$ cat config.mk
export PLATFORM = sky130hd
export DESIGN_NAME = ptm_top
export DESIGN_NICKNAME = d
export VERILOG_FILES = /design/src/include/ptm_pkg.sv /design/src/design/ptm_top.sv
export SDC_FILE = /design/constraint.sdc
export NUM_CORES = 1
export LEC_CHECK = 0
export BUFFER_PORTS_ARGS = -buffer_cell sky130_fd_sc_hd__buf_2
export CORE_UTILIZATION = 55
export CTS_CLUSTER_DIAMETER = 30
export CTS_CLUSTER_SIZE = 40
export DETAILED_ROUTE_END_ITERATION = 10
export HOLD_SLACK_MARGIN = 0.05
export PLACE_DENSITY = 0.78
export SYNTH_ARGS = -nofsm -noshare
export SYNTH_HDL_FRONTEND = slang
export SYNTH_SLANG_ARGS = --single-unit
export TNS_END_PERCENT = 20
$ cat constraint.sdc
create_clock -name clk_i -period 3.1 [get_ports clk_i]
set_input_delay 0.155 -clock clk_i [delete_from_list [all_inputs] [get_ports clk_i]]
set_output_delay 0.155 -clock clk_i [all_outputs]
set_load 0.01 [all_outputs]
$ cat src/include/ptm_pkg.sv
// package of constants and types for the three channel pwm timer
// assumes a 10 mhz system clock and an 8-bit register port with byte addresses
//
// Summary of operation
// three identical channels, 8-bit counter, one output
// counter counts 0 to 249 on prescaled ticks
// enable low holds counter zero, output off
// counter zero on reset, standby, disable
// nonzero duty sets output at step 0-1
// output clears when counter reaches duty
// duty zero keeps output low
// duty 250 to 255 keeps output high
// duty buffered, loaded when counter wraps
// while disabled, duty write takes effect at once
// duty read returns active value
// duty resets to all ones
// polarity bit inverts pin sense
// clock select picks one of eight divisions
// control resets 0x38, bits 5-3 read one
// software should not write the counters
// set clock and polarity before enabling
// duty steps of one in 250 counts
// prescaled clocks are shared enable pulses
package ptm_pkg;

  // ****************************************
  // register map
  // ****************************************
  localparam logic [15:0] PTM_CH1_CONTROL = 16'hfec0;
  localparam logic [15:0] PTM_CH1_DUTY = 16'hfec1;
  localparam logic [15:0] PTM_CH1_COUNTER = 16'hfec2;
  localparam logic [15:0] PTM_CH2_CONTROL = 16'hfec4;
  localparam logic [15:0] PTM_CH2_DUTY = 16'hfec5;
  localparam logic [15:0] PTM_CH2_COUNTER = 16'hfec6;
  localparam logic [15:0] PTM_CH3_CONTROL = 16'hfec8;
  localparam logic [15:0] PTM_CH3_DUTY = 16'hfec9;
  localparam logic [15:0] PTM_CH3_COUNTER = 16'hfeca;

  // ****************************************
  // fields and reset values
  // ****************************************
  localparam int PTM_ENABLE_BIT = 7;
  localparam int PTM_POLARITY_BIT = 6;
  localparam logic [7:0] PTM_CONTROL_RESET = 8'h38;
  localparam logic [7:0] PTM_CONTROL_FIXED = 8'h38;
  localparam logic [7:0] PTM_DUTY_RESET = 8'hff;
  localparam logic [7:0] PTM_COUNTER_RESET = 8'h00;
  localparam logic [7:0] PTM_COUNT_LAST = 8'hf9;
  localparam logic [7:0] PTM_DUTY_FULL = 8'hfa;
  localparam int PTM_PRESCALE_W = 12;

  // ****************************************
  // types
  // ****************************************
  typedef struct packed {
    logic enable;
    logic polarity_select;
    logic [2:0] clk_sel;
  } ptm_ctrl_s;

  typedef struct packed {
    ptm_ctrl_s ctrl;
    logic [7:0] duty_active;
    logic [7:0] duty_pending;
    logic [7:0] period_counter;
    logic level;
  } ptm_chan_s;

  typedef struct packed {
    logic [15:0] addr;
    logic [7:0] wdata;
    logic wr;
    logic rd;
  } ptm_bus_s;

endpackage

$ cat src/design/ptm_top.sv
// three channel pwm timer with plain register port
// assumes standby_i is a level from the same clock domain
//
// Our own choice: the address-and-strobe port.
`timescale 1ns/100ps

module ptm_top
  import ptm_pkg::*;
#(
  parameter int NUM_CH = 3
)
(
  input wire logic clk_i,
  input wire logic rst_n_i,
  input wire logic standby_i,
  input wire logic [15:0] addr_i,
  input wire logic [7:0] wdata_i,
  input wire logic wr_i,
  input wire logic rd_i,
  output logic [7:0] rdata_o,
  output logic [NUM_CH-1:0] pulse_out_o,
  output logic [NUM_CH-1:0] pulse_oe_o
);

  // ****************************************
  // state
  // ****************************************
  typedef struct packed {
    logic [PTM_PRESCALE_W-1:0] prescale;
    ptm_chan_s [NUM_CH-1:0] chan;
    logic [7:0] rdata;
  } ptm_state_s;

  ptm_state_s state;
  ptm_state_s next_state;
  logic rst_n;
  ptm_bus_s bus;
  logic [7:0] tick_set;

  assign bus = '{addr: addr_i, wdata: wdata_i, wr: wr_i, rd: rd_i};

  // ****************************************
  // reset synchroniser
  // ****************************************
  logic [1:0] rst_ff;
  always_ff @(posedge clk_i or negedge rst_n_i)
  begin
    if (!rst_n_i)
      rst_ff <= 2'h0;
    else
      rst_ff <= {rst_ff[0], 1'b1};
  end
  assign rst_n = rst_ff[1];

  // ****************************************
  // functions
  // ****************************************
  function automatic logic [7:0] ch_base(input logic [15:0] a);
    logic [15:0] off;
    off = a - PTM_CH1_CONTROL;
    ch_base = {6'h0, off[3:2]};
  endfunction

  function automatic logic [7:0] ctrl_read(input ptm_ctrl_s c);
    ctrl_read = {c.enable, c.polarity_select, 3'h0, c.clk_sel} | PTM_CONTROL_FIXED;
  endfunction

  // prescaled tick for a count of the free divider
  always_comb
  begin
    tick_set = 8'h00;
    tick_set[0] = (state.prescale[0] == 1'b1);
    tick_set[1] = (state.prescale[2:0] == 3'h7);
    tick_set[2] = (state.prescale[4:0] == 5'h1f);
    tick_set[3] = (state.prescale[6:0] == 7'h7f);
    tick_set[4] = (state.prescale[7:0] == 8'hff);
    tick_set[5] = (state.prescale[9:0] == 10'h3ff);
    tick_set[6] = (state.prescale[10:0] == 11'h7ff);
    tick_set[7] = (state.prescale == 12'hfff);
  end

  // ****************************************
  // next state
  // ****************************************
  always_comb
  begin
    logic [15:0] off;
    logic [1:0] sel;
    logic [1:0] reg_idx;
    logic tick;
    next_state = state;
    off = 16'h0000;
    sel = 2'h0;
    reg_idx = 2'h0;
    tick = 1'b0;
    next_state.prescale = state.prescale + 12'h001;
    next_state.rdata = 8'h00;
    for (int i = 0; i < NUM_CH; i++)
    begin
      off = bus.addr - PTM_CH1_CONTROL;
      sel = off[3:2];
      reg_idx = off[1:0];
      tick = tick_set[state.chan[i].ctrl.clk_sel];
      if (state.chan[i].ctrl.enable && tick)
      begin
        if (state.chan[i].period_counter == PTM_COUNT_LAST)
        begin
          next_state.chan[i].period_counter = PTM_COUNTER_RESET;
          next_state.chan[i].duty_active = state.chan[i].duty_pending;
        end
        else
        begin
          next_state.chan[i].period_counter = state.chan[i].period_counter + 8'h01;
        end
        if (state.chan[i].period_counter == 8'h00 && state.chan[i].duty_active != 8'h00)
          next_state.chan[i].level = 1'b1;
        if (state.chan[i].period_counter + 8'h01 == state.chan[i].duty_active)
          next_state.chan[i].level = 1'b0;
      end
      if (bus.wr && bus.addr >= PTM_CH1_CONTROL && bus.addr <= PTM_CH3_COUNTER
          && sel == 2'(i) && reg_idx != 2'h3)
      begin
        unique case (reg_idx)
          2'h0:
          begin
            next_state.chan[i].ctrl.enable = bus.wdata[PTM_ENABLE_BIT];
            next_state.chan[i].ctrl.polarity_select = bus.wdata[PTM_POLARITY_BIT];
            next_state.chan[i].ctrl.clk_sel = bus.wdata[2:0];
          end
          2'h1:
          begin
            next_state.chan[i].duty_pending = bus.wdata;
            if (!state.chan[i].ctrl.enable)
              next_state.chan[i].duty_active = bus.wdata;
          end
          2'h2:
            next_state.chan[i].period_counter = bus.wdata;
          default:
          begin
          end
        endcase
      end
      if (!next_state.chan[i].ctrl.enable)
      begin
        next_state.chan[i].period_counter = PTM_COUNTER_RESET;
        next_state.chan[i].level = 1'b0;
      end
      if (bus.rd && bus.addr >= PTM_CH1_CONTROL && bus.addr <= PTM_CH3_COUNTER
          && sel == 2'(i))
      begin
        unique case (reg_idx)
          2'h0: next_state.rdata = ctrl_read(state.chan[i].ctrl);
          2'h1: next_state.rdata = state.chan[i].duty_active;
          2'h2: next_state.rdata = state.chan[i].period_counter;
          default: next_state.rdata = 8'h00;
        endcase
      end
      if (standby_i)
      begin
        next_state.chan[i].ctrl = '0;
        next_state.chan[i].duty_active = PTM_DUTY_RESET;
        next_state.chan[i].duty_pending = PTM_DUTY_RESET;
        next_state.chan[i].period_counter = PTM_COUNTER_RESET;
        next_state.chan[i].level = 1'b0;
      end
    end
  end

  // ****************************************
  // registers
  // ****************************************
  always_ff @(posedge clk_i or negedge rst_n)
  begin
    if (!rst_n)
    begin
      state <= '0;
      for (int i = 0; i < NUM_CH; i++)
      begin
        state.chan[i].duty_active <= PTM_DUTY_RESET;
        state.chan[i].duty_pending <= PTM_DUTY_RESET;
        state.chan[i].period_counter <= PTM_COUNTER_RESET;
      end
    end
    else
      state <= next_state;
  end

  // ****************************************
  // outputs
  // ****************************************
  logic [NUM_CH-1:0] logical;
  always_comb
  begin
    for (int i = 0; i < NUM_CH; i++)
    begin
      if (state.chan[i].duty_active == 8'h00)
        logical[i] = 1'b0;
      else if (state.chan[i].duty_active >= PTM_DUTY_FULL)
        logical[i] = 1'b1;
      else
        logical[i] = state.chan[i].level;
      pulse_out_o[i] = logical[i] ^ state.chan[i].ctrl.polarity_select;
      pulse_oe_o[i] = state.chan[i].ctrl.enable;
    end
  end
  assign rdata_o = state.rdata;

  // ****************************************
  // checks
  // ****************************************
  chk_counter_range: assert property (@(posedge clk_i) disable iff (!rst_n)
    state.chan[0].period_counter <= PTM_COUNT_LAST || $past(wr_i))
    else $error("counter beyond last count");
  chk_disabled_zero: assert property (@(posedge clk_i) disable iff (!rst_n)
    !state.chan[0].ctrl.enable |-> state.chan[0].period_counter == 8'h00 && !pulse_oe_o[0])
    else $error("disabled channel not cleared");
  chk_duty_zero_low: assert property (@(posedge clk_i) disable iff (!rst_n)
    state.chan[1].duty_active == 8'h00 |-> logical[1] == 1'b0)
    else $error("zero duty not low");
  chk_duty_full_high: assert property (@(posedge clk_i) disable iff (!rst_n)
    state.chan[1].duty_active >= PTM_DUTY_FULL |-> logical[1])
    else $error("full duty not high");
  chk_duty_hold: assert property (@(posedge clk_i) disable iff (!rst_n)
    state.chan[0].ctrl.enable && $past(state.chan[0].ctrl.enable)
    && state.chan[0].period_counter != 8'h00
    |-> $stable(state.chan[0].duty_active))
    else $error("active duty changed mid period");
  chk_duty_direct: assert property (@(posedge clk_i) disable iff (!rst_n)
    wr_i && addr_i == PTM_CH1_DUTY && !state.chan[0].ctrl.enable && !standby_i
    |=> state.chan[0].duty_active == $past(wdata_i))
    else $error("disabled duty write not immediate");
  chk_rise_at_one: assert property (@(posedge clk_i) disable iff (!rst_n)
    state.chan[2].ctrl.enable && $rose(state.chan[2].level)
    |-> state.chan[2].period_counter == 8'h01)
    else $error("output rose off step one");
  chk_polarity_pin: assert property (@(posedge clk_i) disable iff (!rst_n)
    pulse_out_o[0] == (logical[0] ^ state.chan[0].ctrl.polarity_select))
    else $error("pin sense wrong");
  chk_ctrl_fixed: assert property (@(posedge clk_i) disable iff (!rst_n)
    rd_i && addr_i == PTM_CH2_CONTROL |=> rdata_o[5:3] == 3'h7)
    else $error("reserved bits not one");
  chk_standby_init: assert property (@(posedge clk_i) disable iff (!rst_n)
    standby_i |=> state.chan[2].duty_active == PTM_DUTY_RESET)
    else $error("standby did not init duty");

  chk_counter_range1: assert property (@(posedge clk_i) disable iff (!rst_n)
    state.chan[1].period_counter <= PTM_COUNT_LAST || $past(wr_i))
    else $error("counter two beyond last count");
  chk_counter_range2: assert property (@(posedge clk_i) disable iff (!rst_n)
    state.chan[2].period_counter <= PTM_COUNT_LAST || $past(wr_i))
    else $error("counter three beyond last count");
  chk_disabled_zero1: assert property (@(posedge clk_i) disable iff (!rst_n)
    !state.chan[1].ctrl.enable |-> state.chan[1].period_counter == 8'h00 && !pulse_oe_o[1])
    else $error("disabled channel two not cleared");
  chk_disabled_zero2: assert property (@(posedge clk_i) disable iff (!rst_n)
    !state.chan[2].ctrl.enable |-> state.chan[2].period_counter == 8'h00 && !pulse_oe_o[2])
    else $error("disabled channel three not cleared");
  chk_counter_step: assert property (@(posedge clk_i) disable iff (!rst_n)
    state.chan[0].ctrl.enable && $past(state.chan[0].ctrl.enable) && !$past(wr_i)
    && $past(tick_set[state.chan[0].ctrl.clk_sel]) && $past(state.chan[0].period_counter) != PTM_COUNT_LAST
    |-> state.chan[0].period_counter == $past(state.chan[0].period_counter) + 8'h01)
    else $error("counter did not step on tick");
  chk_counter_hold: assert property (@(posedge clk_i) disable iff (!rst_n)
    state.chan[0].ctrl.enable && $past(state.chan[0].ctrl.enable) && !$past(wr_i)
    && !$past(tick_set[state.chan[0].ctrl.clk_sel])
    |-> $stable(state.chan[0].period_counter))
    else $error("counter moved without tick");
  chk_fall_at_duty: assert property (@(posedge clk_i) disable iff (!rst_n)
    state.chan[0].ctrl.enable && $fell(state.chan[0].level)
    |-> state.chan[0].period_counter == $past(state.chan[0].duty_active)
    || state.chan[0].period_counter == 8'h00)
    else $error("output fell off duty count");
  chk_rise_at_one0: assert property (@(posedge clk_i) disable iff (!rst_n)
    state.chan[0].ctrl.enable && $rose(state.chan[0].level)
    |-> state.chan[0].period_counter == 8'h01)
    else $error("channel one rose off step one");
  chk_read_duty: assert property (@(posedge clk_i) disable iff (!rst_n)
    rd_i && addr_i == PTM_CH3_DUTY |=> rdata_o == $past(state.chan[2].duty_active))
    else $error("duty read not active value");
  chk_rdata_idle: assert property (@(posedge clk_i) disable iff (!rst_n)
    !rd_i |=> rdata_o == 8'h00)
    else $error("read data outside read slot");
  chk_tick_div2: assert property (@(posedge clk_i) disable iff (!rst_n)
    tick_set[0] |=> !tick_set[0] ##1 tick_set[0])
    else $error("half rate tick wrong");
  chk_tick_div8: assert property (@(posedge clk_i) disable iff (!rst_n)
    tick_set[1] |-> ##8 tick_set[1])
    else $error("eighth rate tick wrong");
  chk_tick_div128: assert property (@(posedge clk_i) disable iff (!rst_n)
    tick_set[3] |-> ##128 tick_set[3])
    else $error("slow tick wrong");
  chk_duty_zero_low0: assert property (@(posedge clk_i) disable iff (!rst_n)
    state.chan[0].duty_active == 8'h00 |-> logical[0] == 1'b0)
    else $error("zero duty not low on channel one");
  chk_duty_full_high0: assert property (@(posedge clk_i) disable iff (!rst_n)
    state.chan[0].duty_active >= PTM_DUTY_FULL |-> logical[0])
    else $error("full duty not high on channel one");
  chk_polarity_pin1: assert property (@(posedge clk_i) disable iff (!rst_n)
    pulse_out_o[1] == (logical[1] ^ state.chan[1].ctrl.polarity_select))
    else $error("pin sense wrong on channel two");
  chk_duty_direct2: assert property (@(posedge clk_i) disable iff (!rst_n)
    wr_i && addr_i == PTM_CH3_DUTY && !state.chan[2].ctrl.enable && !standby_i
    |=> state.chan[2].duty_active == $past(wdata_i))
    else $error("disabled duty write not immediate on channel three");
  chk_ctrl_fixed1: assert property (@(posedge clk_i) disable iff (!rst_n)
    rd_i && addr_i == PTM_CH1_CONTROL |=> rdata_o[5:3] == 3'h7)
    else $error("reserved bits not one on channel one");
  chk_standby_ctrl: assert property (@(posedge clk_i) disable iff (!rst_n)
    standby_i |=> !state.chan[0].ctrl.enable && state.chan[0].ctrl.clk_sel == 3'h0)
    else $error("standby did not init control");

  cov_standby: cover property (@(posedge clk_i) disable iff (!rst_n)
    standby_i ##1 !standby_i);
  cov_full: cover property (@(posedge clk_i) disable iff (!rst_n)
    state.chan[0].ctrl.enable && state.chan[0].duty_active >= PTM_DUTY_FULL);
  cov_wrap: cover property (@(posedge clk_i) disable iff (!rst_n)
    state.chan[0].period_counter == PTM_COUNT_LAST ##1 state.chan[0].period_counter == 8'h00);
  cov_fall: cover property (@(posedge clk_i) disable iff (!rst_n)
    $fell(state.chan[0].level));
  cov_neg: cover property (@(posedge clk_i) disable iff (!rst_n)
    state.chan[1].ctrl.enable && state.chan[1].ctrl.polarity_select);

endmodule

==> impl_metrics.json, run 1 <==
{
  "outcome": "finished clean",
  "synthCells": 820,
  "setup_ws_ns": 0.313,
  "cp_data_arrival_time_ns": 3.06,
  "drt_iter0_markers": 556,
  "required_ns": 3.38,
  "tightest_slew_ns": 1.01,
  "power_mw": 2.88,
  "drt-vias-per-instance": 6.74,
  "clock_latency_ns": 0.36,
  "hpwl_mm": 14.7,
  "synthArstFlopShare_pct": 100,
  "post-route-period-util_pct": 89.9,
  "path_cells": "ha_1 > and3_1 > ha_1 > mux2_2 > o31ai_1 > a21oi_1 > nand2_1 > o311a_1 > nor3_1",
  "hold-worst-slack_ns": 0.0998,
  "diodes": 0,
  "multi_input_area_mm2": 0.00400,
  "wl_mm": 20.9,
  "place_area_mm2": 0.00749,
  "clockBufferDepth": 2,
  "p_per_area_mw_per_mm2": 368,
  "final_cell_area_mm2": 0.00781,
  "fin_skew_ns": 0.00908,
  "antenna_found_initial": 0,
  "finalNonFillerCells": 993,
  "regArea_mm2": 0.00287,
  "finalSetupTns_ns": 0,
  "start_util_pct": 57.1,
  "final_max_slew_viol_count": 0,
  "ir_drop_mv": 0.336,
  "cp-start-kind": "flip-flop",
  "grt_pass1_vias": 6195,
  "cts.sinks": 112,
  "max_freq_ghz": 0.359,
  "pin_count": 43,
  "overflow": 0,
  "core_region_area_mm2": 0.0128,
  "r2r_cells": 9,
  "yosysMostFrequentCell": "nand2_1",
  "syn_area_mm2": 0.00729,
  "wl_per_cell_um": 21.0,
  "rows": 41,
  "p_leak_nw": 3.00,
  "syn-num-nets": 861,
  "post-place-cells": 976,
  "grt_pass1_wl_mm": 32.9,
  "drc": 0,
  "grtUsageTotal_pct": 32.0,
  "synth-seq-cells": 112,
  "synth_flop_cell": "dfrtp_1",
  "cap_violations": 0,
  "critical_path_class": "reg2reg",
  "cpMostUsedCell": "ha_1",
  "hp-class": "in2async",
  "setup_viol": 0,
  "slew_headroom_pct": 32.6,
  "area_growth_pct": 7.10,
  "fillers": 1098,
  "fin_util_pct": 61.1,
  "place.gp.congestion": 0.983,
  "ys_types": 73,
  "synth.yosys.seq_area_share_pct": 39.3,
  "final_hold_viol_count": 0,
  "cts_setup_buffers": 0,
  "cpPeakStageDelay_ns": 0.49,
  "die_h_um": 117,
  "num_vias": 6689,
  "synthTopCellsByCount": "83 x nand2_1, 64 x dfrtp_1, 52 x a21oi_1, 50 x nor2_1, 48 x dfstp_2",
  "yosysWarnings": 0,
  "cts_root_buf": "clkbuf_16",
  "yosysTopAreaCell": "dfrtp_1",
  "postSynthAreaPerCell_um2": 8.89,
  "period_needed_ns": 2.79,
  "synth_top_area_share_pct": 22.0,
  "final_nets": 857,
  "grt_max_degree": 67,
  "dieWidth_um": 117,
  "rsz0062_at_grt": "no",
  "slowest_stage": "dfrtp_1",
  "final_antenna_net_count": 0,
  "cts_tree": "yes",
  "worstPathMaxFanout": 8,
  "synth_area_leaders": "dfrtp_1 22%, dfstp_2 17%, mux2i_1 6.0%, nand2_1 4.3%, xnor2_1 3.6%",
  "io_buffer_count": 42,
  "path_clk_slew_ns": 0.08,
  "cts_buffers": 9,
  "drt-pass1-iter-count": 5,
  "cts_max_level": 3,
  "layout-drive-gt1-share_pct": 18.3,
  "dpl_worst_slack_ns": 0.217,
  "dieArea_mm2": 0.0137,
  "endpoint_kind": "flip-flop",
  "synth_edf_count": 0
}
==> layout by cell type (no fill, tap or decap), drive strengths merged, types with 22 or more instances in the layout <==
master  netlist  routed
xnor2        30      30
buf          29      57
a221oi       22      22
nor4         34      34
nand3        23      23
nand2        84      84
o21ai        48      48
dfstp        48      48
inv          24      27
a21oi        52      52
mux2i        44      44
dfrtp        64      64
nor2         53      53
nor3         29      29
==> flip-flops by register name (all words and copies together), names as in the netlist <==
register    cells
pulse_oe_o      3
state          99
rdata_o         8
rst_ff          2
==> power breakdown <==
group | internal [mW] | total [mW] | switching, mW
Clock | 0.624 | 1.18 | 0.560
Combinational | 0.0511 | 0.191 | 0.140
Sequential | 1.48 | 1.50 | 0.0214
==> cells by family (layout without fill, tap and decap cells) <==
kind of cell | count (synthesis) | count (layout) | synth area share, %
muxes | 45 | 45 | 6.20
adders and majority gates | 12 | 12 | 2.06
and+or+nand+nor | 293 | 293 | 21.5
other | 1 | 1 | 0.0514
AOI/OAI and AO/OA | 215 | 215 | 19.6
DFF | 112 | 112 | 39.3
xor gates and xnor gates | 44 | 44 | 5.29
buffers and inverters | 98 | 99 | 5.99
==> critical path: cells and delay by family (launching register included) <==
kind | cells | cell delay, ns
compound gates | 3 | 0.90
simple gates | 3 | 0.62
flops | 1 | 0.49
fa+ha+maj | 2 | 0.49
mux | 1 | 0.19
==> layout make-up <==
| cell class | count | share of cell area, % |
|---|---|---|
| sequential | 112 | 36.7 |
| clock buffer | 12 | 3.43 |
| clock inverter | 4 | 0.401 |
| multi-input combinational | 610 | 51.2 |
| tap | 172 | 2.76 |
| inverter | 25 | 1.20 |
| timing repair buffer | 58 | 4.26 |
==> layer usage <==
layer	vias up	routed length [um]	track usage (%)
li1	2999	-	-
met1	3268	8680	42.6
met2	375	9450	50.2
met3	47	2090	8.44
met4	0	655	11.9
met5	-	0	0
==> path summary, 6_finish.rpt <==
kind                                startpoint             endpoint  slack, ns
max reg2reg                state[98]$_DFF_PN0_  state[73]$_DFF_PN0_       0.31
min                                    rst_n_i  rst_ff[1]$_DFF_PN0_        0.1
max                        state[98]$_DFF_PN0_  state[73]$_DFF_PN0_       0.31
min reg2reg                rst_ff[0]$_DFF_PN0_  rst_ff[1]$_DFF_PN0_       0.36
max in group asynchronous  rst_ff[1]$_DFF_PN0_  state[58]$_DFF_PN1_       1.77
min in group clk_i                  wdata_i[3]  state[72]$_DFF_PN0_       0.14
==> timing repair <==
item                                   4_1_cts  5_1_grt
setup endpoints to repair                    0        6
hold buffers                                 1        0
endpoints found under the hold margin        2        0
gates resized for setup                      0        2
Power figures use the tool's default switching activity.
==> inputs of run 2 (changes only) <==
CORE_ASPECT_RATIO = 0.7   (was unset)
==> impl_metrics.json, run 2 (synthesis gave the netlist of run 1 again) <==
{
  "internal_power_mw": 2.13,
  "cp-startpoint": "state[98]$_DFF_PN0_",
  "die_h_um": 98.3,
  "cts_max_level": 3,
  "pin_count": 43,
  "cp_data_arrival_time_ns": 3.14,
  "combPwrFrac_pct": 6.7,
  "regMostFlops": "state",
  "critical_path_class": "reg2reg",
  "required_ns": 3.39,
  "post-route-period-util_pct": 91.7,
  "wl_per_cell_um": 22.1,
  "cts_buffers": 9,
  "clock_latency_ns": 0.37,
  "grt_pass1_vias": 6206,
  "final_cell_mix": "83 x nand2_1, 63 x dfrtp_1, 52 x a21oi_1",
  "m1WireLength_mm": 9.61,
  "p_per_area_mw_per_mm2": 374,
  "period_needed_ns": 2.84,
  "place_area_mm2": 0.00752,
  "endpoint_kind": "flip-flop",
  "dieWidth_um": 140,
  "path_clk_slew_ns": 0.09,
  "fin_skew_ns": 0.0122,
  "setup_ws_ns": 0.256,
  "place.gp.congestion": 1.02,
  "ir_drop_mv": 0.264,
  "dpl_worst_slack_ns": 0.211,
  "cap_violations": 0,
  "cts_tree": "yes",
  "power_mw": 2.93,
  "rsz0062_at_grt": "no",
  "grt_pass1_wl_mm": 34.1,
  "cp-start-kind": "flip-flop",
  "dr_wl_met3_mm": 2.25,
  "r2r-end": "state[71]$_DFF_PN0_",
  "rows": 34,
  "outcome": "finished clean",
  "r2r_start": "state[98]$_DFF_PN0_",
  "sw_frac_of_total_pct": 27.4,
  "core_region_area_mm2": 0.0127,
  "hpwl_mm": 15.7,
  "met2_length_mm": 9.33,
  "cts.sinks": 112,
  "tightest_slew_ns": 0.977,
  "drt-pass1-iter-count": 7,
  "io_buffer_count": 42,
  "clockBufferDepth": 2,
  "layout-drive-gt1-share_pct": 18.7,
  "setup_viol": 0,
  "cts_root_buf": "clkbuf_16",
  "hold-worst-slack_ns": 0.0815,
  "num_vias": 6706,
  "reg2reg_slack_ns": 0.26,
  "grtUsageTotal_pct": 32.5,
  "p_switching_mw": 0.805,
  "final_antenna_net_count": 0,
  "start_util_pct": 57.5,
  "dieArea_mm2": 0.0137,
  "p_leak_nw": 3.04,
  "final_common_cell": "nand2_1",
  "final_nets": 861,
  "largest_register_ffs": 99,
  "drc": 0,
  "finalSetupTns_ns": 0,
  "final_cell_area_mm2": 0.00785,
  "overflow": 0,
  "worstPathMaxFanout": 8,
  "hp-class": "in2async",
  "p_clk_share_pct": 42.3,
  "wl_mm": 21.8,
  "drt-vias-per-instance": 6.79,
  "final_max_slew_viol_count": 0,
  "diodes": 0,
  "endpoint": "state[71]$_DFF_PN0_",
  "max_freq_ghz": 0.352,
  "antenna_found_initial": 0,
  "area_growth_pct": 7.69,
  "dr.max_layer_used": "met4",
  "final_hold_viol_count": 0,
  "r2r_cells": 9,
  "grt_max_degree": 72,
  "slew_headroom_pct": 34.9,
  "drt_iter0_markers": 1065,
  "seqPwrFrac_pct": 51.0,
  "fillers": 1092
}
-- run 2: worst min-delay path by stage --
stage                     startpoint             endpoint  depth (start not counted)
after floorplan              rst_n_i  rst_ff[0]$_DFF_PN0_                          0
after global routing         rst_n_i  rst_ff[1]$_DFF_PN0_                          2
after global placement       rst_n_i  rst_ff[0]$_DFF_PN0_                          1
final                        rst_n_i  rst_ff[1]$_DFF_PN0_                          2
after detailed placement     rst_n_i  rst_ff[0]$_DFF_PN0_                          1
after CTS                    rst_n_i  rst_ff[1]$_DFF_PN0_                          2
-- run 2: power groups by stage --
stage          clock network (mW)  logic [mW]  registers [mW]
2_1_floorplan                   0       0.104            1.53
3_3_place_gp                    0       0.186            1.52
4_1_cts                      1.24       0.191            1.50
6_report                     1.24       0.196            1.50
5_1_grt                      1.30       0.210            1.50
3_5_place_dp                    0       0.190            1.52
-- run 2: layout make-up --
| cell class | count | area, um^2 | area share (%) |
|---|---|---|---|
| Sequential cell | 112 | 2870 | 36.5 |
| Clock inverter | 7 | 91.3 | 1.16 |
| Clock buffer | 9 | 225 | 2.87 |
| Tap cell | 162 | 203 | 2.58 |
| Timing Repair Buffer | 62 | 375 | 4.78 |
| Inverter | 25 | 93.8 | 1.20 |
| Multi-Input combinational cell | 610 | 4000 | 50.9 |
-- run 2: routing by layer --
| layer | vias up | track usage (%) |
|---|---|---|
| li1 | 3002 | - |
| met5 | - | 0 |
| met2 | 398 | 47.2 |
| met4 | 0 | 11.6 |
| met1 | 3254 | 47.9 |
| met3 | 52 | 6.87 |
-- run 2: timing repair --
item | CTS | global route
endpoints found under the hold margin | 2 | 0
gates resized for setup | 0 | 1
hold buffers | 1 | 0
setup buffers | 0 | 0
endpoints found under the setup margin | 0 | 2
-- run 2: per-stage QoR --
step                cells  util (%)
floorplan             820         -
global placement      970      59.3
detailed placement    970      59.3
CTS                   987      61.9
global route          987      61.9
finish                987      61.9
-- run 2: worst max-delay path, stage by stage (launching register included) --
cell     delay, ns
dfrtp_1       0.47
ha_1          0.31
and3_1        0.21
ha_1          0.22
mux2_2        0.30
o31ai_1       0.33
a21oi_1       0.20
a31oi_1       0.39
o21ai_0       0.17
a21oi_1       0.16
==> inputs of run 3 (changes only) <==
PLACE_DENSITY = 0.75   (was 0.78)
clock period = 3.5 ns   (was 3.1 ns; I/O delays follow)
==> impl_metrics.json, run 3 (synthesis gave the netlist of run 1 again) <==
{
  "outcome": "finished clean",
  "r2r_start": "state[98]$_DFF_PN0_",
  "required_ns": 3.74,
  "max_freq_ghz": 0.339,
  "critical_path_class": "reg2reg",
  "grt_pass1_vias": 6118,
  "r2r-end": "state[29]$_DFF_PN1_",
  "cp_data_arrival_time_ns": 3.20,
  "final_nets": 858,
  "seqPwrFrac_pct": 51.9,
  "dieArea_mm2": 0.0137,
  "drt-pass1-iter-count": 5,
  "slowest_stage": "nand4_1",
  "start_util_pct": 57.5,
  "rsz0062_at_grt": "no",
  "fin_util_pct": 61.5,
  "drt_iter0_markers": 907,
  "post-route-period-util_pct": 84.3,
  "p_clk_share_pct": 41.6,
  "final_max_slew_viol_count": 0,
  "finalNonFillerCells": 984,
  "p_per_area_mw_per_mm2": 329,
  "antenna_found_initial": 0,
  "core_region_area_mm2": 0.0127,
  "post-place-cells": 967,
  "wl_mm": 21.5,
  "clock_latency_ns": 0.37,
  "layout-drive-gt1-share_pct": 18.2,
  "overflow": 0,
  "endpoint_kind": "flip-flop",
  "largest_register_ffs": 99,
  "worstPathMaxFanout": 16,
  "clockBufferDepth": 2,
  "num_vias": 6607,
  "final_cell_mix": "83 x nand2_1, 63 x dfrtp_1, 52 x a21oi_1",
  "cpMostUsedCell": "ha_1",
  "grt_max_degree": 79,
  "io_buffer_count": 42,
  "cts_buffers": 9,
  "die_h_um": 98.3,
  "wl_per_cell_um": 21.8,
  "diodes": 0,
  "path_clk_slew_ns": 0.08,
  "path_cells": "ha_1 > and3_1 > ha_1 > mux2i_1 > o21ai_0 > a311o_1 > nand4_1 > nor4_1 > a221oi_1",
  "final_antenna_net_count": 0,
  "regMostFlops": "state",
  "area_growth_pct": 7.00,
  "cts.sinks": 112,
  "hp-class": "in2async",
  "p_switching_mw": 0.694,
  "setup_viol": 0,
  "p_leak_nw": 3.01,
  "combPwrFrac_pct": 6.5,
  "sw_frac_of_total_pct": 27.0,
  "cpPeakStageDelay_ns": 0.62,
  "grt_pass1_wl_mm": 34.6,
  "dieWidth_um": 140,
  "pin_count": 43,
  "cap_violations": 0,
  "finalSetupTns_ns": 0,
  "drc": 0,
  "place.gp.congestion": 0.969,
  "drt-vias-per-instance": 6.71,
  "final_common_cell": "nand2_1",
  "ir_drop_mv": 0.274,
  "reg2reg_slack_ns": 0.55,
  "cts_tree": "yes",
  "r2r_cells": 9,
  "period_needed_ns": 2.95,
  "slew_headroom_pct": 32.4,
  "internal_power_mw": 1.88,
  "hpwl_mm": 15.6,
  "cp-start-kind": "flip-flop",
  "rows": 34,
  "cts_root_buf": "clkbuf_16",
  "grtUsageTotal_pct": 32.8,
  "tightest_slew_ns": 1.01,
  "cts_max_level": 3,
  "cts_setup_buffers": 0,
  "final_hold_viol_count": 0,
  "fin_skew_ns": 0.0114
}
[run 3: cell types whose count changed in the layout (fill, tap and decap cells not counted), sizes merged]
cell / change
buf: -3
[run 3: worst max-delay path: cells and delay by family (launching register included)]
family	cells	cell delay, ns
simple gates	3	1.30
compound gates	3	0.45
fa+ha+maj	2	0.49
flops	1	0.49
mux	1	0.11
[run 3: what timing repair did]
action / CTS / global route
gates resized for setup: 0 / 0
hold buffers: 1 / 0
endpoints found under the hold margin: 2 / 0
[run 3: through the flow]
stage | area, um^2 | power [mW] | setup slack [ns] | hold slack (ns)
after global routing | 7800 | 2.64 | 0.318 | 0.133
after detailed placement | 7480 | 1.52 | 0.622 | -0.0367
after floorplan | 7290 | 1.45 | 0.233 | -0.121
after CTS | 7800 | 2.58 | 0.598 | 0.104
final | 7800 | 2.57 | 0.548 | 0.111
after global placement | 7480 | 1.52 | 0.783 | -0.0385
[run 3: how the worst max path moves through the flow]
stage	to	startpoint	slack, ns
finish	state[29]$_DFF_PN1_	state[98]$_DFF_PN0_	0.55
CTS	state[89]$_DFF_PN1_	state[98]$_DFF_PN0_	0.60
detailed placement	state[89]$_DFF_PN1_	state[98]$_DFF_PN0_	0.62
global placement	state[87]$_DFF_PN1_	state[98]$_DFF_PN0_	0.78
global route	state[89]$_DFF_PN1_	state[98]$_DFF_PN0_	0.32
floorplan	pulse_oe_o[0]$_DFF_PN0_	rst_ff[1]$_DFF_PN0_	0.23
[run 3: routing by layer]
metal / share of wire [%] / track usage (%) / vias to the layer above
li1: - / - / 3007
met2: 42 / 47.4 / 317
met1: 45 / 49.1 / 3241
met3: 10 / 6.96 / 42
met4: 2.5 / 9.89 / 0
met5: 0 / 0 / -
[run 3: power by group through the flow]
stage | clock (mW) | sequential, mW | combinational [mW]
after floorplan | 0 | 1.36 | 0.0922
after global placement | 0 | 1.36 | 0.158
after detailed placement | 0 | 1.36 | 0.161
after CTS | 1.08 | 1.33 | 0.162
after global routing | 1.13 | 1.34 | 0.178
final | 1.07 | 1.33 | 0.167
[run 3: cell type report]
type,count,area [um^2]
timing repair buffer,59,340
sequential,112,2870
fill,1140,4880
tap,162,203
clock inverter,7,81.3
multi-input combinational,610,3990
clock buffer,9,225
inverter,25,93.8
